==> config.mk <==
export PLATFORM = sky130hd
export DESIGN_NAME = ssf_top
export DESIGN_NICKNAME = d
export VERILOG_FILES = /design/src/core/ssf_pkg.sv /design/src/core/ssf_top.sv /design/src/core/ssf_cal_seq.sv /design/src/core/ssf_temp_mon.sv
export SDC_FILE = /design/constraint.sdc
export NUM_CORES = 1
export LEC_CHECK = 0
export BUFFER_PORTS_ARGS = -buffer_cell sky130_fd_sc_hd__buf_2
export CAP_MARGIN = 20
export CORE_ASPECT_RATIO = 1.2
export CORE_MARGIN = 5
export CORE_UTILIZATION = 56
export CTS_BUF_LIST = sky130_fd_sc_hd__clkbuf_2 sky130_fd_sc_hd__clkbuf_4 sky130_fd_sc_hd__clkbuf_8
export CTS_CLUSTER_DIAMETER = 80
export DETAILED_ROUTE_END_ITERATION = 10
export PLACE_DENSITY = 0.88
export SYNTH_ARGS = -nofsm -noshare
export SYNTH_HDL_FRONTEND = slang
export SYNTH_SLANG_ARGS = --single-unit
==> constraint.sdc <==
create_clock -name clk -period 5.5 [get_ports clk]
set_input_delay 0 -clock clk [delete_from_list [all_inputs] [get_ports clk]]
set_output_delay 0 -clock clk [all_outputs]
set_load 0.02 [all_outputs]
==> src/core/ssf_pkg.sv <==
// package: register map, fields, modes, timing and carriers of the flags
package ssf_pkg;
  // ----------------------------------------------------------------
  // clock
  // ----------------------------------------------------------------
  localparam int CLK_MHZ = 100;

  // ----------------------------------------------------------------
  // register offsets on the host register port
  // ----------------------------------------------------------------
  localparam logic [7:0] ADDR_IMAGE_CAL = 8'h3B;
  localparam logic [7:0] ADDR_TEMP = 8'h3C;
  localparam logic [7:0] ADDR_LOW_BAT = 8'h3D;
  localparam logic [7:0] ADDR_FLAGS1 = 8'h3E;
  localparam logic [7:0] ADDR_IRQ_STAT = 8'h50;
  localparam logic [7:0] ADDR_IRQ_MASK = 8'h51;

  // image_calibration_control fields and reset values
  localparam int CAL_AUTO_BIT = 7;
  localparam int CAL_TRIG_BIT = 6;
  localparam int CAL_RUN_BIT = 5;
  localparam int CAL_MOVED_BIT = 3;
  localparam int CAL_DSEL_LSB = 1;
  localparam int CAL_MONOFF_BIT = 0;
  localparam logic [1:0] DSEL_RST = 2'h1;

  // low_battery_control fields and reset values
  localparam int BAT_EN_BIT = 3;
  localparam logic [2:0] BAT_SEL_RST = 3'h2;

  // interrupt_flags_first bit positions
  localparam int FLG_MODE_RDY = 7;
  localparam int FLG_RX_RDY = 6;
  localparam int FLG_TX_RDY = 5;
  localparam int FLG_LOCK = 4;
  localparam int FLG_LEVEL = 3;
  localparam int FLG_TIMEOUT = 2;
  localparam int FLG_PREAMBLE = 1;
  localparam int FLG_SYNC = 0;
  localparam logic [7:0] FLG_W1C_MASK = 8'h0A;

  // operating mode codes
  localparam logic [2:0] MODE_SLEEP = 3'h0;
  localparam logic [2:0] MODE_STBY = 3'h1;
  localparam logic [2:0] MODE_FSTX = 3'h2;
  localparam logic [2:0] MODE_TX = 3'h3;
  localparam logic [2:0] MODE_FSRX = 3'h4;
  localparam logic [2:0] MODE_RX = 3'h5;

  // ----------------------------------------------------------------
  // temperature and timing
  // ----------------------------------------------------------------
  localparam logic [7:0] DELTA_STEP_DEG = 8'h05;
  localparam int TEMP_PERIOD_US = 100;
  localparam int TEMP_PERIOD_CYC = TEMP_PERIOD_US * CLK_MHZ;
  localparam int CAL_TIME_US = 10;
  localparam int CAL_CYC = CAL_TIME_US * CLK_MHZ;

  // host register request
  typedef struct packed {
    logic [7:0] addr;
    logic [7:0] wdata;
    logic wr;
    logic rd;
  } ssf_bus_req_t;

  // radio events and levels from the datapath
  typedef struct packed {
    logic [2:0] mode;
    logic mode_ready_evt;
    logic rx_ready_evt;
    logic tx_ramp_done;
    logic pll_locked;
    logic [7:0] signal_level_reading;
    logic [7:0] signal_level_limit;
    logic timeout_evt;
    logic fifo_emptied;
    logic preamble_evt;
    logic sync_evt;
  } ssf_radio_t;
endpackage

==> src/core/ssf_top.sv <==
// service and first status register group of the transceiver
//
// Contract
// - calibration bit 7 enables temperature-driven automatic calibration
// - writing one to bit 6 in standby starts calibration; not stored
// - bit 5 reads one while calibration runs; resets to zero
// - bit 3 flags temperature change beyond threshold since last calibration
// - bits 2-1 select 5, 10, 15 or 20 degree threshold; reset 01
// - bit 0 zero monitors outside sleep and standby; one stops it
// - temperature register presents measured value, minus one degree per lsb
// - low-battery bit 3 enables the detector; resets to zero
// - low-battery bits 2-0 select one of eight thresholds; reset 2
// - flag bit 7 sets on mode ready, clears on mode change
// - flag bit 6 sets when receive settles, clears leaving receive
// - flag bit 5 sets after transmit ramp, clears leaving transmit
// - flag bit 4 shows lock in synth, receive or transmit modes
// - flag bit 3 sets on level above limit; clears leaving or write-one
// - flag bit 2 sets on timeout; clears leaving receive or fifo emptied
// - flag bit 1 sets on preamble found; clears on write-one
// - flag bit 0 sets on sync match; clears leaving or fifo emptied
`timescale 1ns/1ps
module ssf_top #(
  parameter int TEMP_PERIOD = ssf_pkg::TEMP_PERIOD_CYC,
  parameter int CAL_CYCLES = ssf_pkg::CAL_CYC
) (
  // clock and reset
  input wire logic clk,
  input wire logic rst_b,
  // host register port
  input wire ssf_pkg::ssf_bus_req_t bus_req,
  output logic [7:0] rdata,
  // radio datapath
  input wire ssf_pkg::ssf_radio_t radio,
  input wire logic [7:0] temp_code,
  // analog controls
  output logic cal_run,
  output logic temp_sense_on,
  output logic battery_detector_enable,
  output logic [2:0] battery_threshold_select,
  // interrupt
  output logic irq
);
  import ssf_pkg::*;

  // ----------------------------------------------------------------
  // decode helpers
  // ----------------------------------------------------------------
  function automatic logic wr_at(input ssf_bus_req_t r,
                                 input logic [7:0] a);
    return r.wr && (r.addr == a);
  endfunction

  function automatic logic rd_at(input ssf_bus_req_t r,
                                 input logic [7:0] a);
    return r.rd && (r.addr == a);
  endfunction

  // ----------------------------------------------------------------
  // state
  // ----------------------------------------------------------------
  logic auto_cal_enable_reg, auto_cal_enable_next;
  logic [1:0] temperature_delta_select_reg, temperature_delta_select_next;
  logic thermal_monitor_disable_reg, thermal_monitor_disable_next;
  logic bat_en_reg, bat_en_next;
  logic [2:0] bat_sel_reg, bat_sel_next;
  logic [7:0] flags_reg, flags_next;
  logic [7:0] stat_reg, stat_next, mask_reg, mask_next;
  logic [7:0] rdata_reg, rdata_next;
  logic irq_reg, irq_next;
  logic cal_run_reg, sense_reg, sense_next;
  logic [2:0] mode_prev_reg;
  logic [7:0] flg_w1c, stat_w1c;
  logic in_rx, in_tx, mode_change, synth_mode;
  logic cal_trigger, cal_start, cal_in_progress, cal_done;
  logic temperature_moved_flag, mon_active;
  logic [7:0] measured_temperature;

  // ----------------------------------------------------------------
  // calibration and temperature monitor
  // ----------------------------------------------------------------
  // trigger bit is only a strobe, so it never reaches storage
  assign cal_trigger = wr_at(bus_req, ADDR_IMAGE_CAL)
                       && bus_req.wdata[CAL_TRIG_BIT]
                       && (radio.mode == MODE_STBY);
  // automatic recalibration after a temperature excursion; the moved flag
  // only drops the cycle after done, so done must block a second run
  assign cal_start = cal_trigger
                     || (auto_cal_enable_reg && temperature_moved_flag
                         && !cal_in_progress && !cal_done);
  assign mon_active = !thermal_monitor_disable_reg
                      && (radio.mode != MODE_SLEEP)
                      && (radio.mode != MODE_STBY);

  ssf_cal_seq #(
    .CYCLES(CAL_CYCLES)
  ) u_cal (
    .clk(clk),
    .rst_b(rst_b),
    .start(cal_start),
    .running(cal_in_progress),
    .done(cal_done)
  );

  ssf_temp_mon #(
    .PERIOD(TEMP_PERIOD)
  ) u_mon (
    .clk(clk),
    .rst_b(rst_b),
    .active(mon_active),
    .delta_sel(temperature_delta_select_reg),
    .cal_done(cal_done),
    .temp_code(temp_code),
    .temp_value(measured_temperature),
    .moved(temperature_moved_flag)
  );

  // ----------------------------------------------------------------
  // configuration registers
  // ----------------------------------------------------------------
  // only defined fields are stored; other write bits are dropped
  always_comb begin
    auto_cal_enable_next = auto_cal_enable_reg;
    temperature_delta_select_next = temperature_delta_select_reg;
    thermal_monitor_disable_next = thermal_monitor_disable_reg;
    bat_en_next = bat_en_reg;
    bat_sel_next = bat_sel_reg;
    mask_next = mask_reg;
    if (wr_at(bus_req, ADDR_IMAGE_CAL)) begin
      auto_cal_enable_next = bus_req.wdata[CAL_AUTO_BIT];
      temperature_delta_select_next =
        bus_req.wdata[CAL_DSEL_LSB +: 2];
      thermal_monitor_disable_next =
        bus_req.wdata[CAL_MONOFF_BIT];
    end
    if (wr_at(bus_req, ADDR_LOW_BAT)) begin
      bat_en_next = bus_req.wdata[BAT_EN_BIT];
      bat_sel_next = bus_req.wdata[2:0];
    end
    if (wr_at(bus_req, ADDR_IRQ_MASK)) begin
      mask_next = bus_req.wdata;
    end
  end

  // ----------------------------------------------------------------
  // first flag register
  // ----------------------------------------------------------------
  assign in_rx = (radio.mode == MODE_RX);
  assign in_tx = (radio.mode == MODE_TX);
  assign mode_change = (radio.mode != mode_prev_reg);
  assign synth_mode = (radio.mode == MODE_FSTX)
                      || (radio.mode == MODE_FSRX) || in_rx || in_tx;
  // writing zero leaves a flag alone; only write-one bits clear
  assign flg_w1c = wr_at(bus_req, ADDR_FLAGS1)
                   ? (bus_req.wdata & FLG_W1C_MASK) : 8'h00;

  // set terms are ored after their clears, so the event survives, except rx ready, tx ready and level, where leaving the mode wins
  always_comb begin
    flags_next = 8'h00;
    flags_next[FLG_MODE_RDY] = radio.mode_ready_evt
      || (flags_reg[FLG_MODE_RDY] && !mode_change);
    flags_next[FLG_RX_RDY] = in_rx
      && (radio.rx_ready_evt || flags_reg[FLG_RX_RDY]);
    flags_next[FLG_TX_RDY] = in_tx
      && (radio.tx_ramp_done || flags_reg[FLG_TX_RDY]);
    flags_next[FLG_LOCK] = synth_mode && radio.pll_locked;
    flags_next[FLG_LEVEL] = in_rx
      && ((radio.signal_level_reading > radio.signal_level_limit)
          || (flags_reg[FLG_LEVEL] && !flg_w1c[FLG_LEVEL]));
    flags_next[FLG_TIMEOUT] = radio.timeout_evt
      || (flags_reg[FLG_TIMEOUT] && in_rx
          && !radio.fifo_emptied);
    flags_next[FLG_PREAMBLE] = radio.preamble_evt
      || (flags_reg[FLG_PREAMBLE]
          && !flg_w1c[FLG_PREAMBLE]);
    flags_next[FLG_SYNC] = radio.sync_evt
      || (flags_reg[FLG_SYNC] && in_rx
          && !radio.fifo_emptied);
  end

  // ----------------------------------------------------------------
  // interrupt status, mask and output
  // ----------------------------------------------------------------
  // status records rising edges of the flags, cleared by writing one
  assign stat_w1c = wr_at(bus_req, ADDR_IRQ_STAT)
                    ? bus_req.wdata : 8'h00;
  always_comb begin
    stat_next = (stat_reg & ~stat_w1c)
                | (flags_next & ~flags_reg);
    irq_next = |(stat_next & mask_next);
  end

  // ----------------------------------------------------------------
  // read mux
  // ----------------------------------------------------------------
  // data stand for exactly one cycle after the read strobe
  always_comb begin
    rdata_next = 8'h00;
    if (rd_at(bus_req, ADDR_IMAGE_CAL)) begin
      rdata_next[CAL_AUTO_BIT] = auto_cal_enable_reg;
      rdata_next[CAL_RUN_BIT] = cal_in_progress;
      rdata_next[CAL_MOVED_BIT] = temperature_moved_flag;
      rdata_next[CAL_DSEL_LSB +: 2] = temperature_delta_select_reg;
      rdata_next[CAL_MONOFF_BIT] = thermal_monitor_disable_reg;
    end else if (rd_at(bus_req, ADDR_TEMP)) begin
      rdata_next = measured_temperature;
    end else if (rd_at(bus_req, ADDR_LOW_BAT)) begin
      rdata_next = {4'h0, bat_en_reg, bat_sel_reg};
    end else if (rd_at(bus_req, ADDR_FLAGS1)) begin
      rdata_next = flags_reg;
    end else if (rd_at(bus_req, ADDR_IRQ_STAT)) begin
      rdata_next = stat_reg;
    end else if (rd_at(bus_req, ADDR_IRQ_MASK)) begin
      rdata_next = mask_reg;
    end
    sense_next = mon_active;
  end

  // ----------------------------------------------------------------
  // registers
  // ----------------------------------------------------------------
  always_ff @(posedge clk or negedge rst_b) begin
    if (!rst_b) begin
      auto_cal_enable_reg <= 1'b0;
      temperature_delta_select_reg <= DSEL_RST;
      thermal_monitor_disable_reg <= 1'b0;
      bat_en_reg <= 1'b0;
      bat_sel_reg <= BAT_SEL_RST;
      flags_reg <= 8'h00;
      stat_reg <= 8'h00;
      mask_reg <= 8'h00;
      rdata_reg <= 8'h00;
      irq_reg <= 1'b0;
      cal_run_reg <= 1'b0;
      sense_reg <= 1'b0;
      mode_prev_reg <= MODE_SLEEP;
    end else begin
      auto_cal_enable_reg <= auto_cal_enable_next;
      temperature_delta_select_reg <= temperature_delta_select_next;
      thermal_monitor_disable_reg <= thermal_monitor_disable_next;
      bat_en_reg <= bat_en_next;
      bat_sel_reg <= bat_sel_next;
      flags_reg <= flags_next;
      stat_reg <= stat_next;
      mask_reg <= mask_next;
      rdata_reg <= rdata_next;
      irq_reg <= irq_next;
      cal_run_reg <= cal_in_progress;
      sense_reg <= sense_next;
      mode_prev_reg <= radio.mode;
    end
  end

  assign rdata = rdata_reg;
  assign irq = irq_reg;
  assign cal_run = cal_run_reg;
  assign temp_sense_on = sense_reg;
  assign battery_detector_enable = bat_en_reg;
  assign battery_threshold_select = bat_sel_reg;
endmodule // ssf_top

==> src/core/ssf_cal_seq.sv <==
// calibration sequencer: runs a fixed-length calibration after a start
`timescale 1ns/1ps
module ssf_cal_seq #(
  parameter int CYCLES = ssf_pkg::CAL_CYC
) (
  // clock and reset
  input wire logic clk,
  input wire logic rst_b,
  // control
  input wire logic start,
  // status
  output logic running,
  output logic done
);
  import ssf_pkg::*;
  localparam int CW = $clog2(CYCLES + 1);
  typedef enum logic {CAL_IDLE, CAL_RUN} ssf_cal_state_t;
  ssf_cal_state_t state_reg, state_next;
  logic [CW-1:0] cnt_reg, cnt_next;
  logic done_reg, done_next;

  // ----------------------------------------------------------------
  // sequence
  // ----------------------------------------------------------------
  // a start while running is ignored; one run covers both requests
  always_comb begin
    state_next = state_reg;
    cnt_next = cnt_reg;
    done_next = 1'b0;
    case (state_reg)
      CAL_IDLE: begin
        if (start) begin
          state_next = CAL_RUN;
          cnt_next = '0;
        end
      end
      CAL_RUN: begin
        if (cnt_reg == CW'(CYCLES - 1)) begin
          state_next = CAL_IDLE;
          done_next = 1'b1;
        end else begin
          cnt_next = cnt_reg + 1'b1;
        end
      end
      default: state_next = CAL_IDLE;
    endcase
  end

  // state registers
  always_ff @(posedge clk or negedge rst_b) begin
    if (!rst_b) begin
      state_reg <= CAL_IDLE;
      cnt_reg <= '0;
      done_reg <= 1'b0;
    end else begin
      state_reg <= state_next;
      cnt_reg <= cnt_next;
      done_reg <= done_next;
    end
  end

  assign running = (state_reg == CAL_RUN);
  assign done = done_reg;
endmodule // ssf_cal_seq

==> src/core/ssf_temp_mon.sv <==
// temperature monitor: periodic sampling and change detection
`timescale 1ns/1ps
module ssf_temp_mon #(
  parameter int PERIOD = ssf_pkg::TEMP_PERIOD_CYC
) (
  // clock and reset
  input wire logic clk,
  input wire logic rst_b,
  // control
  input wire logic active,
  input wire logic [1:0] delta_sel,
  input wire logic cal_done,
  // sensor
  input wire logic [7:0] temp_code,
  // results
  output logic [7:0] temp_value,
  output logic moved
);
  import ssf_pkg::*;
  localparam int PW = $clog2(PERIOD + 1);
  logic [PW-1:0] div_reg, div_next;
  logic [7:0] value_reg, value_next, ref_reg, ref_next;
  logic ref_ok_reg, ref_ok_next, moved_reg, moved_next;
  logic tick;
  logic [7:0] diff, limit;

  // ----------------------------------------------------------------
  // sample divider and change compare
  // ----------------------------------------------------------------
  // divider is held at zero while idle so a sample never comes early
  always_comb begin
    tick = active && (div_reg == PW'(PERIOD - 1));
    div_next = (!active || tick) ? '0 : div_reg + 1'b1;
    diff = (temp_code > ref_reg) ? temp_code - ref_reg
                                 : ref_reg - temp_code;
    limit = 8'(DELTA_STEP_DEG * ({6'h00, delta_sel} + 8'h01));
    value_next = tick ? temp_code : value_reg;
    ref_next = ref_reg;
    ref_ok_next = ref_ok_reg;
    moved_next = moved_reg;
    // a finished calibration sets the new reference
    if (cal_done) begin
      ref_next = value_reg;
      ref_ok_next = 1'b1;
      moved_next = 1'b0;
    end
    // a new excursion wins over the calibration clear
    if (tick && ref_ok_reg && diff > limit) begin
      moved_next = 1'b1;
    end
  end

  // monitor registers
  always_ff @(posedge clk or negedge rst_b) begin
    if (!rst_b) begin
      div_reg <= '0;
      value_reg <= 8'h00;
      ref_reg <= 8'h00;
      ref_ok_reg <= 1'b0;
      moved_reg <= 1'b0;
    end else begin
      div_reg <= div_next;
      value_reg <= value_next;
      ref_reg <= ref_next;
      ref_ok_reg <= ref_ok_next;
      moved_reg <= moved_next;
    end
  end

  assign temp_value = value_reg;
  assign moved = moved_reg;
endmodule // ssf_temp_mon

==> results.json <==
{
  "status": "finished, final reports clean",
  "die-area_mm2": 0.0115,
  "power.clock.fraction": 0.309,
  "hpwl_mm": 9.11,
  "most_frequent_cells_in_the_layout": "sky130_fd_sc_hd__dfrtp_1 (88), sky130_fd_sc_hd__buf_2 (68), sky130_fd_sc_hd__nor2_1 (52)",
  "route.met3.wl_um": 847,
  "post_route_cells_drive_above_1_share": 0.207,
  "internal_power_mw": 1.05,
  "report.final.setup_viol": 0,
  "postPlaceCellArea_mm2": 0.00568,
  "global_route.usage.total": 0.230,
  "finalNonFillerCells": 747,
  "numPortBuffers": 69,
  "hold_viol": 0,
  "metal1_wirelength_mm": 5.09,
  "p_seq_frac": 0.504,
  "final_min_period_over_clock_period": 0.635,
  "critical_path.max_fanout": 13,
  "critical_path_cell_count": 12,
  "path_cells": "ha_1, nand4_1, a21oi_1, o31a_1, mux2_2, ha_1, nor2b_1, o21a_1, o21a_1, o21ai_0, a21o_1, a41oi_1",
  "cts_tree": "done",
  "route.detailed.drc": 0,
  "layout.cells.most_common": "sky130_fd_sc_hd__dfrtp_1",
  "ys.warnings.count": 0,
  "clockBufferDepth": 2,
  "worst_clock_skew_ns": 0.0101,
  "grt_pass1_wl_mm": 21.1,
  "number_of_global_route_vias_before_repair": 4445,
  "proportion_of_register_bits_with_asynchronous_set_or_reset_after_synthesis": 1.00,
  "dpl_worst_slack_ns": 2.07,
  "clock-sinks": 90,
  "grt_start_max_net_pins": 71,
  "postSynthNetCount": 621,
  "multi_input_area_mm2": 0.00275,
  "rows": 38,
  "drt_iter0_drc": 344,
  "p_per_area_mw_per_mm2": 241,
  "fin_area_mm2": 0.00618,
  "synth.lib_cells_used.distinct": 63,
  "rr_startpoint": "u_mon.ref_reg[6]",
  "place.detailed.instances": 701,
  "ys_seq_elements": 90,
  "cts_resized": 0,
  "cp_slowest_stage_delay_ns": 0.52,
  "critPathArrivalTime_ns": 3.71,
  "worst_slack_ns": 2.01,
  "actual_slew_at_the_worst_max_slew_pin_ns": 0.840,
  "leakage_nw": 2.96,
  "cts_made_buffers": 9,
  "worstSetupStartpointType": "register",
  "power.share.switching": 0.293,
  "r2r_setup_slack_ns": 2.01,
  "critical_path_top_delay_cell": "sky130_fd_sc_hd__ha_1",
  "finalWorstPathRequiredPeriod_ns": 3.49,
  "postCtsSetupRepairBufs": 0,
  "cp_num_buf_inv": 0,
  "core-area_mm2": 0.00913,
  "drt_first_pass_iters": 7,
  "timing.final.max_slew_violations": 0,
  "min_path_type": "input pin to async pin",
  "top_signal_layer_used": "met4",
  "synthToLayoutAreaGrowth_pct": 16.9,
  "crit_path_end_kind": "register",
  "cap_violations": 0,
  "nets": 713,
  "detail_route.vias_per_cell": 5.83,
  "postCtsHoldBufs": 30,
  "register_area_mm2": 0.00225,
  "top_level_ports": 70,
  "combinational_fraction_of_design_power": 0.187,
  "die-height_um": 116,
  "netlist_area_mm2": 0.00529,
  "detailroute.via_count": 4356,
  "n_fill_cell": 665,
  "routedWlPerCell_um": 17.2,
  "clk_latency_ns": 0.37,
  "synth-edff-count": 0,
  "cp-startpoint": "u_mon.ref_reg[6]",
  "cp.required_ns": 5.72,
  "syn-mean-instance-area_um2": 9.99,
  "totalWireLength_mm": 12.8,
  "initial_core_util": 0.580,
  "critical-path-top-delay-family": "compound AO/OA/AOI/OAI gates",
  "timing.setup.critical_path_class": "register to register",
  "antenna_nets_post_route": 0,
  "worst_setup_hold_path_clk_slew_ns": 0.09,
  "rsz0062_at_grt": "no",
  "ctsHtreeMaxLevel": 3,
  "largest_register_ff_count": 14,
  "postSynthCellCount": 530,
  "reg2reg_depth": 12,
  "ir_drop_mv": 0.244,
  "setup_tns_ns": 0,
  "grt_antenna_before_repair": 0,
  "replace_congestion": 0.895,
  "timing.max_slew.rel_slack": 0.440,
  "die-width_um": 98.7,
  "clock.fmax_ghz": 0.286,
  "postSynth.topFlopCell": "sky130_fd_sc_hd__dfrtp_1",
  "clk_root_buffer_cell": "sky130_fd_sc_hd__clkbuf_8",
  "detailroute.wirelength.met2_mm": 6.58,
  "power.switching_uw": 437,
  "insertedDiodeCount": 0,
  "grt.overflow.total": 0,
  "seq_area_frac_synth": 0.426
}
==> layout make-up <==
cell class              count  area share
clock buffers               9      0.0200
clock inverters             7      0.0123
inverters                  47      0.0285
multi-input cells         374       0.444
flip-flops and latches     90       0.365
well taps                 120      0.0243
repair buffers            100       0.106
==> cells in the mapped netlist (all sizes together), types with 3 or more instances <==
cell,number,area share
and3,7,0.0085
nor2b,5,0.0059
a221o,3,0.0057
and2,3,0.0035
nor4,8,0.017
o21a,4,0.0057
and3b,3,0.0050
or2,5,0.0059
o221ai,5,0.0083
a31oi,4,0.0047
buf,12,0.017
xnor2,23,0.038
dfrtp,88,0.42
nor2,52,0.037
a2bb2oi,5,0.0095
ha,34,0.080
mux2,26,0.056
nand2,47,0.034
inv,47,0.033
a21o,12,0.017
nor3,4,0.0038
nand3b,3,0.0043
a211oi,3,0.0043
o22ai,7,0.0083
nand4,10,0.013
xor2,8,0.013
o21ai,15,0.014
nand3,14,0.013
a21oi,16,0.015
mux2i,14,0.026
clkbuf,7,0.0050
a22o,6,0.0099
==> worst paths after layout <==
| kind | end |
|---|---|
| max | u_mon.moved |
| min | battery_threshold_select[2] |
| max reg2reg | u_mon.moved |
| min reg2reg | stat_reg[6] |
| max in group asynchronous | u_mon.div_reg[12] |
| min in group clk | stat_reg[6] |
==> metal layers <==
| layer | GRT usage | vias up |
|---|---|---|
| met2 | 0.411 | 192 |
| met5 | 0 | - |
| met1 | 0.262 | 2098 |
| met3 | 0.0621 | 30 |
| met4 | 0.0929 | 0 |
| li1 | - | 2036 |
==> cell families after synthesis <==
kind of cell	Yosys count	share of synthesized area
flip-flops	90	0.426
adder cells (fa/ha/maj)	36	0.0879
buffers and inverters	66	0.0548
multiplexers	40	0.0825
AND/OR/NAND/NOR	174	0.172
XOR/XNOR	31	0.0513
AO/OA/AOI/OAI	93	0.126
==> worst register-to-register path: cells and delay by family (launching register included) <==
kind | cells | cell delay (ns)
AOI/OAI and AO/OA | 7 | 1.40
adders and majority gates | 2 | 0.81
DFF | 1 | 0.40
muxes | 1 | 0.40
and+or+nand+nor | 2 | 0.32
==> stage by stage <==
step                power, mW   util  hold slack, ns
global placement        0.998  0.623          -0.113
CTS                      1.49  0.677          0.0225
floorplan               0.926      -          -0.296
global route             1.56  0.677          0.0454
detailed placement       1.02  0.623          -0.109
finish                   1.49  0.677          0.0288
==> power groups by stage <==
stage / clock, mW / sequential, mW / combinational, mW
global route: 0.495 / 0.757 / 0.305
floorplan: 0 / 0.756 / 0.170
CTS: 0.466 / 0.749 / 0.275
finish: 0.460 / 0.752 / 0.279
global placement: 0 / 0.758 / 0.240
detailed placement: 0 / 0.761 / 0.256
(Power assumes the default switching activity.)
